**src/verilog/brs_pkg.sv**
```systemverilog
// Constants shared by the rotator slice and its register interface
package brs_pkg;

	// ****************************************************************
	// Data path shape
	// ****************************************************************
	localparam int OPERAND_W     = 8;
	localparam int AMOUNT_W      = 3;
	localparam int SLICE_W       = 4;

	// ****************************************************************
	// Register offsets (byte addresses)
	// ****************************************************************
	localparam logic [3:0] CTRL_OFS   = 4'h0;
	localparam logic [3:0] STATUS_OFS = 4'h4;
	localparam logic [3:0] SAMPLE_OFS = 4'h8;

	// ****************************************************************
	// Field positions
	// ****************************************************************
	localparam int CTRL_DRIVE_OFF_BIT = 0;
	localparam int CTRL_SOFT_SET_BIT  = 1;
	localparam int STATUS_RESULT_LSB  = 0;
	localparam int STATUS_DRIVING_BIT = 4;
	localparam int SAMPLE_OPERAND_LSB = 0;
	localparam int SAMPLE_AMOUNT_LSB  = 8;

	// ****************************************************************
	// Reset values and responses
	// ****************************************************************
	localparam logic       CTRL_DRIVE_OFF_RST = 1'b0;
	localparam logic [3:0] RESULT_RST         = 4'h0;
	localparam logic [1:0] RESP_OKAY          = 2'h0;
	localparam logic [1:0] RESP_SLVERR        = 2'h2;
	localparam logic [1:0] RESP_DECERR        = 2'h3;

endpackage

```
**src/verilog/brs_slice.sv**
```systemverilog
// Registered rotator slice with three-state outputs and AXI4-Lite registers
//
// Notes on behaviour
// - Rotate eight bits left by zero to seven
// - Bits leaving top re-enter at bottom
// - Result registered on rising clock edge
// - Outputs three-stated when drive is disabled
// - Set loads all ones, overriding the rotate result
// - Thirteen inputs in, four registered bits out
//
// Local design decisions: the register offsets and the AXI4-Lite interface to the registers.
`timescale 1ns/100ps

module brs_slice
	import brs_pkg::*;
#(
	parameter int OPERAND_W_P = OPERAND_W,
	parameter int AMOUNT_W_P  = AMOUNT_W,
	parameter int SLICE_W_P   = SLICE_W
) (
	// Clock and reset
	input  wire logic                   aclk,
	input  wire logic                   aresetn,
	// Data path inputs from the ALU
	input  wire logic [OPERAND_W_P-1:0] operand,
	input  wire logic [AMOUNT_W_P-1:0]  rotate_amount,
	input  wire logic                   set_n,
	input  wire logic                   drive_en_n,
	// Result pins towards the data bus
	output logic      [SLICE_W_P-1:0]   slice_result,
	output logic      [SLICE_W_P-1:0]   slice_result_oe_n,
	// AXI4-Lite write address
	input  wire logic                   s_axi_awvalid,
	output logic                        s_axi_awready,
	input  wire logic [3:0]             s_axi_awaddr,
	// AXI4-Lite write data
	input  wire logic                   s_axi_wvalid,
	output logic                        s_axi_wready,
	input  wire logic [31:0]            s_axi_wdata,
	input  wire logic [3:0]             s_axi_wstrb,
	// AXI4-Lite write response
	output logic                        s_axi_bvalid,
	input  wire logic                   s_axi_bready,
	output logic      [1:0]             s_axi_bresp,
	// AXI4-Lite read address
	input  wire logic                   s_axi_arvalid,
	output logic                        s_axi_arready,
	input  wire logic [3:0]             s_axi_araddr,
	// AXI4-Lite read data
	output logic                        s_axi_rvalid,
	input  wire logic                   s_axi_rready,
	output logic      [31:0]            s_axi_rdata,
	output logic      [1:0]             s_axi_rresp
);

	// ****************************************************************
	// Declarations
	// ****************************************************************
	logic [SLICE_W_P-1:0]   rotated;
	logic [SLICE_W_P-1:0]   result_q,    result_d;
	logic                   drive_off_q, drive_off_d;
	logic                   soft_set_q,  soft_set_d;
	logic [OPERAND_W_P-1:0] op_seen_q,   op_seen_d;
	logic [AMOUNT_W_P-1:0]  amt_seen_q,  amt_seen_d;
	logic                   aw_full_q,   aw_full_d;
	logic [3:0]             aw_addr_q,   aw_addr_d;
	logic                   w_full_q,    w_full_d;
	logic [31:0]            w_data_q,    w_data_d;
	logic [3:0]             w_strb_q,    w_strb_d;
	logic                   bvalid_q,    bvalid_d;
	logic [1:0]             bresp_q,     bresp_d;
	logic                   rvalid_q,    rvalid_d;
	logic [31:0]            rdata_q,     rdata_d;
	logic [1:0]             rresp_q,     rresp_d;
	logic                   load_ones;
	logic                   drive_on;
	logic                   wr_fire;

	// ****************************************************************
	// Rotate network
	// ****************************************************************
	brs_rotator #(
		.OPERAND_W_P (OPERAND_W_P),
		.AMOUNT_W_P  (AMOUNT_W_P),
		.SLICE_W_P   (SLICE_W_P)
	) u_rot (
		.operand (operand),
		.amount  (rotate_amount),
		.rotated (rotated)
	);

	// ****************************************************************
	// Pipeline register and output drivers
	// ****************************************************************
	// Set from the pin or from software overrides the rotate result
	assign load_ones = !set_n || soft_set_q;
	// Either the pin or the control bit can take the drivers off the bus
	assign drive_on = !drive_en_n && !drive_off_q;

	// Next result, sampled regardless of the drivers
	always_comb begin
		result_d   = rotated;
		op_seen_d  = operand;
		amt_seen_d = rotate_amount;
		if (load_ones) begin
			result_d = '1;
		end
	end

	// Register the result
	always_ff @(posedge aclk) begin
		if (!aresetn) begin
			result_q   <= RESULT_RST;
			op_seen_q  <= '0;
			amt_seen_q <= '0;
		end else begin
			result_q   <= result_d;
			op_seen_q  <= op_seen_d;
			amt_seen_q <= amt_seen_d;
		end
	end

	// Pins: data from the register, enable low while driving
	assign slice_result      = result_q;
	assign slice_result_oe_n = {SLICE_W_P{!drive_on}};

	// ****************************************************************
	// AXI4-Lite write path
	// ****************************************************************
	assign s_axi_awready = !aw_full_q && !bvalid_q;
	assign s_axi_wready  = !w_full_q && !bvalid_q;
	assign s_axi_bvalid  = bvalid_q;
	assign s_axi_bresp   = bresp_q;
	assign wr_fire       = aw_full_q && w_full_q && !bvalid_q;

	// Capture address and data in either order, then answer
	always_comb begin
		aw_full_d   = aw_full_q;
		aw_addr_d   = aw_addr_q;
		w_full_d    = w_full_q;
		w_data_d    = w_data_q;
		w_strb_d    = w_strb_q;
		bvalid_d    = bvalid_q;
		bresp_d     = bresp_q;
		drive_off_d = drive_off_q;
		soft_set_d  = 1'b0;
		if (s_axi_awvalid && s_axi_awready) begin
			aw_full_d = 1'b1;
			aw_addr_d = s_axi_awaddr;
		end
		if (s_axi_wvalid && s_axi_wready) begin
			w_full_d = 1'b1;
			w_data_d = s_axi_wdata;
			w_strb_d = s_axi_wstrb;
		end
		if (wr_fire) begin
			aw_full_d = 1'b0;
			w_full_d  = 1'b0;
			bvalid_d  = 1'b1;
			case (aw_addr_q)
				CTRL_OFS: begin
					bresp_d = RESP_OKAY;
					if (w_strb_q[0]) begin
						drive_off_d = w_data_q[CTRL_DRIVE_OFF_BIT];
						soft_set_d  = w_data_q[CTRL_SOFT_SET_BIT];
					end
				end
				STATUS_OFS, SAMPLE_OFS: begin
					bresp_d = RESP_SLVERR;
				end
				default: begin
					bresp_d = RESP_DECERR;
				end
			endcase
		end
		if (bvalid_q && s_axi_bready) begin
			bvalid_d = 1'b0;
		end
	end

	// Register the write path
	always_ff @(posedge aclk) begin
		if (!aresetn) begin
			aw_full_q   <= 1'b0;
			aw_addr_q   <= 4'h0;
			w_full_q    <= 1'b0;
			w_data_q    <= 32'h0;
			w_strb_q    <= 4'h0;
			bvalid_q    <= 1'b0;
			bresp_q     <= RESP_OKAY;
			drive_off_q <= CTRL_DRIVE_OFF_RST;
			soft_set_q  <= 1'b0;
		end else begin
			aw_full_q   <= aw_full_d;
			aw_addr_q   <= aw_addr_d;
			w_full_q    <= w_full_d;
			w_data_q    <= w_data_d;
			w_strb_q    <= w_strb_d;
			bvalid_q    <= bvalid_d;
			bresp_q     <= bresp_d;
			drive_off_q <= drive_off_d;
			soft_set_q  <= soft_set_d;
		end
	end

	// ****************************************************************
	// AXI4-Lite read path
	// ****************************************************************
	assign s_axi_arready = !rvalid_q;
	assign s_axi_rvalid  = rvalid_q;
	assign s_axi_rdata   = rdata_q;
	assign s_axi_rresp   = rresp_q;

	// Decode the read as the address is taken; the answer appears one cycle later
	always_comb begin
		rvalid_d = rvalid_q;
		rdata_d  = rdata_q;
		rresp_d  = rresp_q;
		if (s_axi_arvalid && s_axi_arready) begin
			rvalid_d = 1'b1;
			rdata_d  = 32'h0;
			rresp_d  = RESP_OKAY;
			case (s_axi_araddr)
				CTRL_OFS: begin
					rdata_d[CTRL_DRIVE_OFF_BIT] = drive_off_q;
				end
				STATUS_OFS: begin
					rdata_d[STATUS_RESULT_LSB +: SLICE_W_P] = result_q;
					rdata_d[STATUS_DRIVING_BIT]             = drive_on;
				end
				SAMPLE_OFS: begin
					rdata_d[SAMPLE_OPERAND_LSB +: OPERAND_W_P] = op_seen_q;
					rdata_d[SAMPLE_AMOUNT_LSB +: AMOUNT_W_P]   = amt_seen_q;
				end
				default: begin
					rresp_d = RESP_DECERR;
				end
			endcase
		end else if (rvalid_q && s_axi_rready) begin
			rvalid_d = 1'b0;
		end
	end

	// Register the read path
	always_ff @(posedge aclk) begin
		if (!aresetn) begin
			rvalid_q <= 1'b0;
			rdata_q  <= 32'h0;
			rresp_q  <= RESP_OKAY;
		end else begin
			rvalid_q <= rvalid_d;
			rdata_q  <= rdata_d;
			rresp_q  <= rresp_d;
		end
	end

	// ****************************************************************
	// Checks
	// ****************************************************************
	// Reference rotation built independently of the selector network
	logic [2*OPERAND_W_P-1:0] ref_dbl;
	logic [OPERAND_W_P-1:0]   ref_rot;
	assign ref_dbl = {operand, operand} << rotate_amount;
	assign ref_rot = ref_dbl[2*OPERAND_W_P-1 -: OPERAND_W_P];
endmodule

```
**src/verilog/brs_rotator.sv**
```systemverilog
// Combinational rotate network for one output nibble
`timescale 1ns/100ps

module brs_rotator
	import brs_pkg::*;
#(
	parameter int OPERAND_W_P = OPERAND_W,
	parameter int AMOUNT_W_P  = AMOUNT_W,
	parameter int SLICE_W_P   = SLICE_W
) (
	// Operand and rotate amount
	input  wire logic [OPERAND_W_P-1:0] operand,
	input  wire logic [AMOUNT_W_P-1:0]  amount,
	// Rotated low bits
	output logic      [SLICE_W_P-1:0]   rotated
);

	// ****************************************************************
	// One selector per output bit
	// ****************************************************************
	genvar gi;
	generate
		for (gi = 0; gi < SLICE_W_P; gi++) begin : g_bit
			logic [AMOUNT_W_P-1:0] src_idx;
			// Source index wraps modulo the operand width
			assign src_idx = AMOUNT_W_P'(gi) - amount;
			assign rotated[gi] = operand[src_idx];
		end
	endgenerate

endmodule

```
**config.mk**
```make
export PLATFORM = sky130hd
export DESIGN_NAME = brs_slice
export DESIGN_NICKNAME = d
export VERILOG_FILES = /design/src/verilog/brs_pkg.sv /design/src/verilog/brs_slice.sv /design/src/verilog/brs_rotator.sv
export SDC_FILE = /design/constraint.sdc
export NUM_CORES = 1
export LEC_CHECK = 0
export BUFFER_PORTS_ARGS = -buffer_cell sky130_fd_sc_hd__buf_4
export CAP_MARGIN = 0
export CORE_MARGIN = 10
export CORE_UTILIZATION = 45
export CTS_BUF_LIST = sky130_fd_sc_hd__clkbuf_16
export CTS_CLUSTER_SIZE = 8
export DETAILED_ROUTE_END_ITERATION = 10
export PLACE_DENSITY = 0.78
export SLEW_MARGIN = 15
export SYNTH_ARGS = -nofsm -noshare
export SYNTH_HDL_FRONTEND = slang
export SYNTH_SLANG_ARGS = --single-unit
```
**constraint.sdc**
```tcl
create_clock -name aclk -period 2.4 [get_ports aclk]
set_input_delay 0.12 -clock aclk [delete_from_list [all_inputs] [get_ports aclk]]
set_output_delay 0.12 -clock aclk [all_outputs]
set_load 0.005 [all_outputs]
```
==> flow_summary.ini <==
[outcome]
outcome = finished clean

[flow_run]
maxCapViolCount = 0

[sta]
timing.final.max_slew_violations = 0
finalHoldWorstSlack_ps = 72.5
hold_viol_final = 0
fmax_ghz = 0.664
min_period_over_period_pct = 62.8
slew_headroom_pct = 61.4
rsz0062_at_grt = no
worst_slew_pin_slew_ps = 579
min_period_ps = 1510
fin_skew_ps = 6.49
setup_violations = 0
setup-tns-final_ps = 0

[synthesis]
synth_compound_area_share_pct = 11.8
synth.mux.area_fraction_pct = 14.7
synth_fa_ha_area_share_pct = 1.21
syn_area_per_cell_sq_um = 10.5
ys_top_cells_by_area = dfxtp_1, buf_4, mux2i_1, mux4_2, nor2b_1
yosys_warnings = 0
ys_seq_area_share_pct = 40.5
synth_xor_area_share_pct = 0.844
yosys_most_used_dff = dfxtp_1
synth_edf_count = 0
async_flop_share_pct = 0
synth_top_family_by_area = simple AND/OR/NAND/NOR gates
ys_ff_latch = 42
synth-simple-area-share_pct = 17.7
syn_inst = 197
ys_types = 32
synthTopCellsByCount = dfxtp_1, buf_4, nor2b_1
syn_area_sq_um = 2080
yosys.area.top_type = dfxtp_1
yosysMostFrequentCell = dfxtp_1
synth_top_area_share_pct = 40.5

[die]
die_w_um = 87.9
num_rows = 24
dieArea_sq_um = 7730
core_area_sq_um = 4410
ios = 113
initial_core_util_pct = 47.0
fp.dieH_um = 87.9

[clock_tree]
h-tree-depth = 2
cts-root-buf = clkbuf_16
cts_tree = yes
clk_pin_slew_ps = 50
clk_latency_ps = 270
cts_sinks = 42
cts_setup_buffers = 0
cts_hold_buffers = 0
cts_inserted_buffers = 5
ctsResizeCount = 0
cts.path.max_buffers = 2

[setup_path]
start_kind = register
crit_path_end_kind = register
required_ps = 2610
crit_arrival_ps = 1720
r2r_slack_ps = 890
crit_type = reg2reg
cp_max_fo = 7

[cells_and_area]
n_antenna_cell = 0
drive_gt1_share_pct = 33.5
syn2layout_area_growth_pct = 22.1
fillers = 381
num-nets-final = 313
fin_cells = 300

[route]
vias = 1428
wire_per_inst_um = 14.5
totalWireLength_mm = 4.36
wl_met2_mm = 2.08
wl_met1_mm = 1.95
final_antenna_net_count = 0
viasPerCell = 4.76
drtIter0Drc = 77
drc_errors = 0
drtPass1Iterations = 4
highest-signal-layer = met4
wl_met3_um = 269

[power_and_ir_drop]
power_leakage_nw = 1.13
peakVddDrop_v = 0.000380
clock_power_share_pct = 38.1
seqPwrFrac_pct = 47.0
swShare_pct = 22.7
powerDensity_nw_per_um2 = 633
p_switching_mw = 0.365
power.total_mw = 1.60
p_int_mw = 1.24
combPwrFrac_pct = 14.9

[global_route]
overflow = 0
grt_pass1_vias = 1429
grt_first_pass_wirelength_mm = 6.78
grt_antenna_before_repair = 0
grt_max_degree = 43
track_usage_pct = 10.9

[placement]
place_congestion = 0.845
dp_hpwl_mm = 3.47
placed_cells = 292
numPortBuffers = 58

[min_path]
min_path_type = in2reg
registers in the layout, indices dropped and copies added (netlist names), 2 cells and up:
signal,cells
s_axi_rdata,11
op_seen_q,8
aw_addr_q,4
slice_result,4
amt_seen_q,3
s_axi_bresp,2
w_data_q,2
critical path, stage by stage, from the launching register on:
cell and delay (ps):
dfxtp_1 370, nor4b_4 480, and2_1 390, a22oi_2 100
nor2b_2 120
stage by stage:
| step | worst slack [ps] | cell area [sq um] | utilization, % |
|---|---|---|---|
| 2_1_floorplan | 1080 | 2150 | - |
| 3_3_place_gp | 930 | 2400 | 54.3 |
| 3_5_place_dp | 899 | 2400 | 54.3 |
| 4_1_cts | 874 | 2530 | 57.4 |
| 5_1_grt | 797 | 2530 | 57.4 |
| 6_report | 894 | 2530 | 57.4 |
layout make-up:
type	count	area, sq um	area share (%)
multi-input combinational	135	1040	40.9
timing repair buffer	58	435	17.2
clock buffer	5	125	4.94
tap	52	65.1	2.57
clock inverter	3	12.5	0.494
sequential	42	841	33.2
inverter	5	18.8	0.740
worst paths after layout:
check / startpoint / end / depth (start not counted)
worst min-delay path: operand[1] / op_seen_q[1]$_SDFF_PN0_ / 2
worst max register to register: s_axi_rvalid$_SDFFE_PN0P_ / s_axi_rdata[10]$_SDFFE_PN0P_ / 4
worst min register to register: w_data_q[1]$_SDFFE_PN0P_ / soft_set_q$_SDFF_PN0_ / 2
worst max-delay path: s_axi_rvalid$_SDFFE_PN0P_ / s_axi_rdata[10]$_SDFFE_PN0P_ / 4
power by group through the flow:
| stage | clock network (mW) | logic (mW) | registers, mW |
|---|---|---|---|
| after global placement | 0 | 0.237 | 0.769 |
| after global routing | 0.656 | 0.265 | 0.759 |
| final | 0.611 | 0.240 | 0.754 |
| after detailed placement | 0 | 0.240 | 0.770 |
| after CTS | 0.623 | 0.241 | 0.755 |
| after floorplan | 0 | 0.172 | 0.766 |
cell families after synthesis:
| family | Yosys count |
|---|---|
| buffers and inverters | 40 |
| xor gates and xnor gates | 2 |
| AOI/OAI and AO/OA | 30 |
| DFF | 42 |
| muxes | 23 |
| and+or+nand+nor | 57 |
| adders and majority gates | 2 |
| other | 1 |
placed cells by master, fill, tap and decap left out, drive strengths merged:
master	instances
a21boi	5
a21oi	5
a22o	4
a22oi	11
and2	14
and3b	1
buf	58
clkbuf	5
clkinv	2
conb	21
dfxtp	42
ha	2
inv	6
mux2i	17
mux4	6
nand2	4
nand2b	4
nand3b	1
nand4	1
nor2	6
nor2b	24
nor3	1
nor4b	1
o211a	1
o21ai	3
o2bb2ai	1
xnor2	2
metal layers:
| metal | track usage, % | up-vias |
|---|---|---|
| met5 | 0 | - |
| met4 | 4.78 | 0 |
| met3 | 2.69 | 5 |
| met2 | 16.9 | 42 |
| met1 | 14.0 | 660 |
| li1 | - | 721 |
Power figures use the tool's default switching activity.
